## config.mk

```make
export PLATFORM = sky130hd
export DESIGN_NAME = avf_top
export DESIGN_NICKNAME = d
export VERILOG_FILES = /design/src/avf_pkg.sv /design/src/avf_top.sv
export SDC_FILE = /design/constraint.sdc
export NUM_CORES = 1
export LEC_CHECK = 0
export BUFFER_PORTS_ARGS = -buffer_cell sky130_fd_sc_hd__buf_2
export CAP_MARGIN = 10
export CELL_PAD_IN_SITES_DETAIL_PLACEMENT = 1
export CELL_PAD_IN_SITES_GLOBAL_PLACEMENT = 1
export CORE_UTILIZATION = 39
export CTS_CLUSTER_DIAMETER = 200
export DETAILED_ROUTE_END_ITERATION = 10
export PLACE_DENSITY_LB_ADDON = 0.1
export SYNTH_ARGS = -nofsm -noshare
export SYNTH_HDL_FRONTEND = slang
export SYNTH_SLANG_ARGS = --single-unit
export TNS_END_PERCENT = 20
```

## constraint.sdc

```tcl
create_clock -name i_clock -period 2.4 [get_ports i_clock]
set_input_delay 0.36 -clock i_clock [delete_from_list [all_inputs] [get_ports i_clock]]
set_output_delay 0.36 -clock i_clock [all_outputs]
set_load 0.03 [all_outputs]
```

## src/avf_pkg.sv

```systemverilog
// Package for the access-violation interrupt and fault capture block.
// Assumes a 32-bit Avalon-MM register slave with word-aligned byte addresses.
// Functional notes
// - Reading the masked status register returns each raw violation bit ANDed with its enable.
// - Writing one to a masked status bit clears that pending violation; zero leaves it.
// - Writing one to an enable-set bit enables that violation interrupt; zero does nothing.
// - Reading the enable-set register returns the current enables.
// - Writing one to an enable-clear bit disables that violation interrupt; zero does nothing.
// - Reading the enable-clear register returns the same shared enables.
// - Reserved bits of status, enable, acknowledge and fault registers read as zero.
// - The acknowledge register is write-only with an 8-bit vector field in bits 7-0.
// - The full 32-bit address of the first faulting transfer is captured read-only.
// - Fault attributes hold transfer ID 31-24, master ID 23-16 and privilege ID 12-9.
// - Fault type 5-0 codes none, user exec/write/read 1/2/4, supervisor 8/10h/20h.
// - An addressing or protection violation raises the error interrupt.
// - The raw status register shows unmasked status; writing one sets a bit.
package avf_pkg;
   localparam int ADDR_W = 8;
   localparam logic [7:0] OFF_RAW = 8'h00;
   localparam logic [7:0] OFF_MSTAT = 8'h04;
   localparam logic [7:0] OFF_ENSET = 8'h08;
   localparam logic [7:0] OFF_ENCLR = 8'h0c;
   localparam logic [7:0] OFF_ACK = 8'h10;
   localparam logic [7:0] OFF_FADDR = 8'h14;
   localparam logic [7:0] OFF_FATTR = 8'h18;
   localparam logic [31:0] UNMAPPED_VAL = 32'h0000_0000;
   localparam int BIT_ADDR = 1;
   localparam int BIT_PROT = 0;
   localparam logic [5:0] FT_NONE = 6'h00;
   localparam logic [5:0] FT_UX = 6'h01;
   localparam logic [5:0] FT_UW = 6'h02;
   localparam logic [5:0] FT_UR = 6'h04;
   localparam logic [5:0] FT_SX = 6'h08;
   localparam logic [5:0] FT_SW = 6'h10;
   localparam logic [5:0] FT_SR = 6'h20;

   // One faulting transfer as seen by the address checker
   typedef struct packed {
      logic addr_err;
      logic prot_err;
      logic [31:0] addr;
      logic [7:0] xfer_id;
      logic [7:0] master_id;
      logic [3:0] priv_id;
      logic [5:0] ftype;
   } avf_fault_t;

   // Fault attribute register layout
   typedef struct packed {
      logic [7:0] xfer_id;
      logic [7:0] master_id;
      logic [2:0] rsvd_hi;
      logic [3:0] priv_id;
      logic [2:0] rsvd_lo;
      logic [5:0] ftype;
   } avf_attr_t;
endpackage : avf_pkg

```

## src/avf_top.sv

```systemverilog
// Access-violation interrupt status, enables, acknowledge and first-fault capture.
// Assumes fault reports arrive as one-cycle strobes synchronous to i_clock.
`timescale 1ns/100ps
module avf_top (
   // Clock and reset
   input wire logic i_clock,
   input wire logic i_rst_n,
   // Avalon-MM slave
   input wire logic [avf_pkg::ADDR_W-1:0] i_address,
   input wire logic i_read,
   input wire logic i_write,
   input wire logic [31:0] i_writedata,
   input wire logic [3:0] i_byteenable,
   output logic [31:0] o_readdata,
   output logic o_waitrequest,
   // Fault report from the register space checker
   input wire logic i_fault_valid,
   input wire avf_pkg::avf_fault_t i_fault,
   // Interrupt and acknowledge
   output logic o_irq,
   output logic o_irq_done_pulse,
   output logic [7:0] o_irq_done_vector
);

   ////////////////////////////////////////////////////////////////////////////////
   logic [1:0] raw_r;
   logic [1:0] en_r;
   logic [31:0] fault_addr_r;
   avf_pkg::avf_attr_t attr_r;
   logic held_r;
   logic ack_r;
   logic [31:0] rdata_nxt;
   logic wr_go;
   logic rd_go;
   logic [1:0] ev;
   logic [1:0] w1c;
   logic [1:0] w1s;
   logic ack_wr;

   // Every access takes two cycles: waitrequest high in the first, low in the second.
   // The extra cycle keeps read data registered at the cost of bus throughput.
   // Waitrequest is registered as well, so it mirrors the inverse of ack_r exactly
   always_ff @(posedge i_clock or negedge i_rst_n) begin
      if (!i_rst_n) begin
         ack_r <= 1'b0;
         o_waitrequest <= 1'b1;
      end else begin
         ack_r <= (i_read || i_write) && !ack_r;
         o_waitrequest <= !((i_read || i_write) && !ack_r);
      end
   end

   assign wr_go = i_write && ack_r;
   assign rd_go = i_read && !ack_r;

   assign ev = {i_fault_valid && i_fault.addr_err, i_fault_valid && i_fault.prot_err};
   assign w1c = (wr_go && i_byteenable[0] && i_address == avf_pkg::OFF_MSTAT)
                ? i_writedata[1:0] : 2'h0;
   assign w1s = (wr_go && i_byteenable[0] && i_address == avf_pkg::OFF_RAW)
                ? i_writedata[1:0] : 2'h0;
   assign ack_wr = wr_go && i_address == avf_pkg::OFF_ACK;

   ////////////////////////////////////////////////////////////////////////////////
   // Raw status: hardware events and software set win over a same-cycle clear
   always_ff @(posedge i_clock or negedge i_rst_n) begin
      if (!i_rst_n) begin
         raw_r <= 2'h0;
      end else begin
         raw_r <= (raw_r & ~w1c) | ev | w1s;
      end
   end

   // Shared enable state behind the set and clear registers
   always_ff @(posedge i_clock or negedge i_rst_n) begin
      if (!i_rst_n) begin
         en_r <= 2'h0;
      end else if (wr_go && i_byteenable[0]) begin
         if (i_address == avf_pkg::OFF_ENSET) begin
            en_r <= en_r | i_writedata[1:0];
         end else if (i_address == avf_pkg::OFF_ENCLR) begin
            en_r <= en_r & ~i_writedata[1:0];
         end
      end
   end

   always_ff @(posedge i_clock or negedge i_rst_n) begin
      if (!i_rst_n) begin
         o_irq <= 1'b0;
      end else begin
         o_irq <= |(raw_r & en_r);
      end
   end

   ////////////////////////////////////////////////////////////////////////////////
   // Acknowledge: write-only; the vector is exported for the interrupt distributor
   always_ff @(posedge i_clock or negedge i_rst_n) begin
      if (!i_rst_n) begin
         o_irq_done_pulse <= 1'b0;
         o_irq_done_vector <= 8'h00;
      end else begin
         o_irq_done_pulse <= ack_wr;
         if (ack_wr && i_byteenable[0]) begin
            o_irq_done_vector <= i_writedata[7:0];
         end
      end
   end

   ////////////////////////////////////////////////////////////////////////////////
   // First-fault capture; a held record is released by clearing all pending
   // status or by an acknowledge write, and a new fault in an acknowledge cycle is kept.
   always_ff @(posedge i_clock or negedge i_rst_n) begin
      if (!i_rst_n) begin
         held_r <= 1'b0;
         fault_addr_r <= 32'h0000_0000;
         attr_r <= '0;
      end else begin
         if (i_fault_valid && (i_fault.addr_err || i_fault.prot_err)
             && (!held_r || ack_wr)) begin
            held_r <= 1'b1;
            fault_addr_r <= i_fault.addr;
            attr_r.xfer_id <= i_fault.xfer_id;
            attr_r.master_id <= i_fault.master_id;
            attr_r.priv_id <= i_fault.priv_id;
            attr_r.ftype <= i_fault.ftype;
         end else if (ack_wr || (held_r && (((raw_r & ~w1c) | ev | w1s) == 2'h0))) begin
            held_r <= 1'b0;
         end
      end
   end

   ////////////////////////////////////////////////////////////////////////////////
   always_comb begin
      rdata_nxt = avf_pkg::UNMAPPED_VAL;
      unique case (i_address)
         avf_pkg::OFF_RAW: rdata_nxt = {30'h0, raw_r};
         avf_pkg::OFF_MSTAT: rdata_nxt = {30'h0, raw_r & en_r};
         avf_pkg::OFF_ENSET: rdata_nxt = {30'h0, en_r};
         avf_pkg::OFF_ENCLR: rdata_nxt = {30'h0, en_r};
         avf_pkg::OFF_ACK: rdata_nxt = 32'h0000_0000;
         avf_pkg::OFF_FADDR: rdata_nxt = fault_addr_r;
         avf_pkg::OFF_FATTR: rdata_nxt = {attr_r.xfer_id, attr_r.master_id, 3'h0,
                                          attr_r.priv_id, 3'h0, attr_r.ftype};
         default: rdata_nxt = avf_pkg::UNMAPPED_VAL;
      endcase
   end

   always_ff @(posedge i_clock or negedge i_rst_n) begin
      if (!i_rst_n) begin
         o_readdata <= 32'h0000_0000;
      end else if (rd_go) begin
         o_readdata <= rdata_nxt;
      end
   end

   ////////////////////////////////////////////////////////////////////////////////
   masked_irq_a: assert property (@(posedge i_clock) disable iff (!i_rst_n)
      1'b1 |=> o_irq == |($past(raw_r) & $past(en_r)))
      else $error("irq does not follow masked status");

   w1c_clear_a: assert property (@(posedge i_clock) disable iff (!i_rst_n)
      (w1c[0] && !ev[0] && !w1s[0]) |=> !raw_r[0])
      else $error("protection status not cleared");

   event_set_a: assert property (@(posedge i_clock) disable iff (!i_rst_n)
      ev[1] |=> raw_r[1])
      else $error("addressing event lost");

   raw_set_a: assert property (@(posedge i_clock) disable iff (!i_rst_n)
      w1s[0] |=> raw_r[0])
      else $error("raw set ignored");

   enable_set_a: assert property (@(posedge i_clock) disable iff (!i_rst_n)
      (wr_go && i_byteenable[0] && i_address == avf_pkg::OFF_ENSET && i_writedata[1])
      |=> en_r[1])
      else $error("enable set failed");

   enable_clear_a: assert property (@(posedge i_clock) disable iff (!i_rst_n)
      (wr_go && i_byteenable[0] && i_address == avf_pkg::OFF_ENCLR && i_writedata[0])
      |=> !en_r[0])
      else $error("enable clear failed");

   mstat_read_a: assert property (@(posedge i_clock) disable iff (!i_rst_n)
      (rd_go && i_address == avf_pkg::OFF_MSTAT)
      |=> o_readdata == {30'h0, $past(raw_r) & $past(en_r)})
      else $error("masked status read wrong");

   fault_hold_a: assert property (@(posedge i_clock) disable iff (!i_rst_n)
      (held_r && !ack_wr) |=> fault_addr_r == $past(fault_addr_r))
      else $error("held fault overwritten");

   fault_capture_a: assert property (@(posedge i_clock) disable iff (!i_rst_n)
      (i_fault_valid && i_fault.addr_err && !held_r)
      |=> fault_addr_r == $past(i_fault.addr) && held_r)
      else $error("fault address not captured");

   wait_cycle_a: assert property (@(posedge i_clock) disable iff (!i_rst_n)
      ((i_read || i_write) && o_waitrequest) |=> !o_waitrequest)
      else $error("slave answer late");
endmodule : avf_top
```

==> metrics <==
htree depth=3; leak pwr=0.00260 uW; first drt pass iteration count=4; crit end category=flop; reg2reg start=ack_r; Final Max Tran Viols=0; Wirelength per Cell=16.8 um; skew final=0.0122 ns; RSZ-0062 raised after global routing=no; pwr/cell area=623 mW/mm^2; Initial Utilization=40.1%; Worst EP required=2.64 ns; CP Data Arrival Time=2.45 ns; most frequent cells in the layout=123 x buf_2, 106 x dfrtp_1, 46 x mux2_2; Reg clk slew, reported paths=0.10 ns; clock sink total=107; HP Start=i_fault[30]; Layout fillers=1236; detailed-route DRC error count=0; ys flop type=dfrtp_1; fin crit share=92.0%; worst min-delay path category=input pin to flop; pre-CTS WS=-0.00501 ns; Synthesized Nets=449; I/O pin count=152; Slew @ Worst Pin=0.564 ns; CP max stage delay=0.52 ns; average cell area after synthesis=12.8 sq um; worst path bufs/invs=1; via count=3075; antenna-violating nets left=0; CTS tree=done; Seq pwr share=61.3%; final hold vios=0; worst-skew pair later-pin latency=0.37 ns; drt total wl=10300 um; GP Congestion=0.788; outcome=finished clean; worst hold path depth=2; critical-path cell list=or4bb_1 -> o41a_1 -> nor2_4 -> buf_12 -> mux2_1; reg-to-reg endpoint=fault_addr_r[12]; ratio of cells with drive above 1 in the final layout=42.1%; Core Region=0.0109 sq mm; Max transition margin=62.0%; Synth Instances=340; CTS root buf=clkbuf_8; pin count of the biggest net entering global routing=48; critical path type=flop to flop; CTS Buffer Depth=2; Final #Nets=581; vias in the first global route=3317; routed vias/inst=5.00; post-CTS setup repair buffer count=0; die width=108 um; Power Internal=2520 uW; max-cap violation count=0; DIE HEIGHT=108 um; port buffer count=124; EDFF count, synth=0; clock network power share=28.6%; Setup-failing EPs final=0; Worst Setup Start Kind=flop; Power Total=3350 uW; total gr overflow=0; Max FO, Critical Path=27; slowest CP cell=or4bb_1; fin crit period=2.21 ns; Synth warnings=0; asr flop ratio synth=100%; Worst VDD drop=0.267 mV; P_sw=826 uW; Net Sw Frac=24.7%; initial antenna violation count=0; area added between synthesis and finish=23.3%; reg2reg path depth=5; Final WS setup=0.192 ns; first-pass GRT wire length=17000 um; initial drt markers=121; Top Family by Delay on Critical Path=simple AND/OR/NAND/NOR gates; num rows=38; WHS Endpoint=fault_addr_r[4]; post-synthesis sequential area ratio=61.4%; setup TNS=0 ns; R2R setup slack=0.19 ns; die area=0.0116 sq mm; Final HPWL DP=7140 um; synthesized cell area=0.00436 sq mm; Tot GR Track Use=19.5%; Unique masters post-synth=34; most common cell after layout, fill and taps aside=buf_2; Fmax=453 MHz; CTS Buf Count=9; combinational share of power=10.1%; # diodes=0; Synth Register Bits=107
power groups by stage:
stage / clock network [uW] / registers [uW] / logic, uW
3_5_place_dp: 0 / 2090 / 345
6_report: 960 / 2050 / 337
5_1_grt: 1060 / 2080 / 382
2_1_floorplan: 0 / 2080 / 174
3_3_place_gp: 0 / 2080 / 330
4_1_cts: 1000 / 2060 / 348
timing repair:
item,in CTS,in global routing
hold buffers,1,0
hold endpoints to repair,31,0
gates resized for setup,0,0
setup endpoints to repair,0,0
registers in the layout, summed over array words and instances (netlist names), 2 cells and up, named ones only:
signal and cells:
raw_r 2, o_readdata 32, o_irq_done_vector 8, attr_r 26, fault_addr_r 32
synth_stat cells (2+ instances only):
| master | count | share of area (%) |
|---|---|---|
| dfrtp_1 | 106 | 61 |
| mux2_2 | 46 | 12 |
| nand2_1 | 42 | 3.6 |
| o21ai_0 | 34 | 3.9 |
| a22oi_1 | 27 | 4.6 |
| mux2_1 | 20 | 5.2 |
| clkbuf_1 | 12 | 1.0 |
| inv_1 | 9 | 0.77 |
| nor2b_1 | 4 | 0.57 |
| nor4_1 | 4 | 0.57 |
| buf_4 | 3 | 0.52 |
| mux2i_1 | 3 | 0.69 |
| nor2_1 | 3 | 0.26 |
| a41oi_1 | 2 | 0.40 |
| and4_1 | 2 | 0.40 |
| buf_8 | 2 | 0.69 |
| nand3_1 | 2 | 0.23 |
| o21a_1 | 2 | 0.34 |
| o221ai_1 | 2 | 0.40 |
per-layer routing:
layer  global-route usage (%)  wire length (um)  up-vias
li1                         -                 -     1471
met2                     31.1              4980       74
met1                     25.6              4660     1518
met5                        0                 0        -
met3                     5.08               527       12
met4                     6.46               146        0
through the flow:
step | hold slack [ns] | instance area [sq um] | util, % | std cells
6_report | 0.204 | 5380 | 49.4 | 615
5_1_grt | 0.181 | 5380 | 49.4 | 615
4_1_cts | 0.182 | 5380 | 49.4 | 615
3_5_place_dp | 0.348 | 5220 | 47.9 | 600
3_3_place_gp | 0.334 | 5220 | 47.9 | 600
2_1_floorplan | 0.0644 | 4360 | - | 340
worst register-to-register path: stages, from the launching register on:
cell     delay (ns)
dfrtp_1        0.37
or4bb_1        0.52
o41a_1         0.40
nor2_4         0.21
buf_12         0.21
mux2_1         0.37
final cells by class:
class	count	area, sq um	area share [%]
Clock buffer	12	135	2.51
Clock inverter	2	15.0	0.279
Inverter	9	33.8	0.628
Multi-Input combinational cell	205	1540	28.7
Sequential cell	107	2680	49.8
Tap cell	140	175	3.26
Timing Repair Buffer	140	796	14.8
cells by family after synthesis:
family | after synthesis | share of synthesized area, %
AOI/OAI and AO/OA | 71 | 10.5
buffers and inverters | 28 | 3.38
DFF | 107 | 61.4
muxes | 69 | 17.7
and+or+nand+nor | 65 | 6.97
how the worst max path moves through the flow:
stage                 startpoint               end  cells past startpoint  slack, ns
floorplan           i_address[1]        attr_r[21]                      6       0.11
global placement    i_address[1]        attr_r[16]                      6      0.009
detailed placement  i_address[1]  fault_addr_r[16]                      6     -0.005
CTS                        ack_r  fault_addr_r[12]                      5       0.19
global route               ack_r  fault_addr_r[12]                      5       0.13
finish                     ack_r  fault_addr_r[12]                      5       0.19
Power figures use the tool's default switching activity.
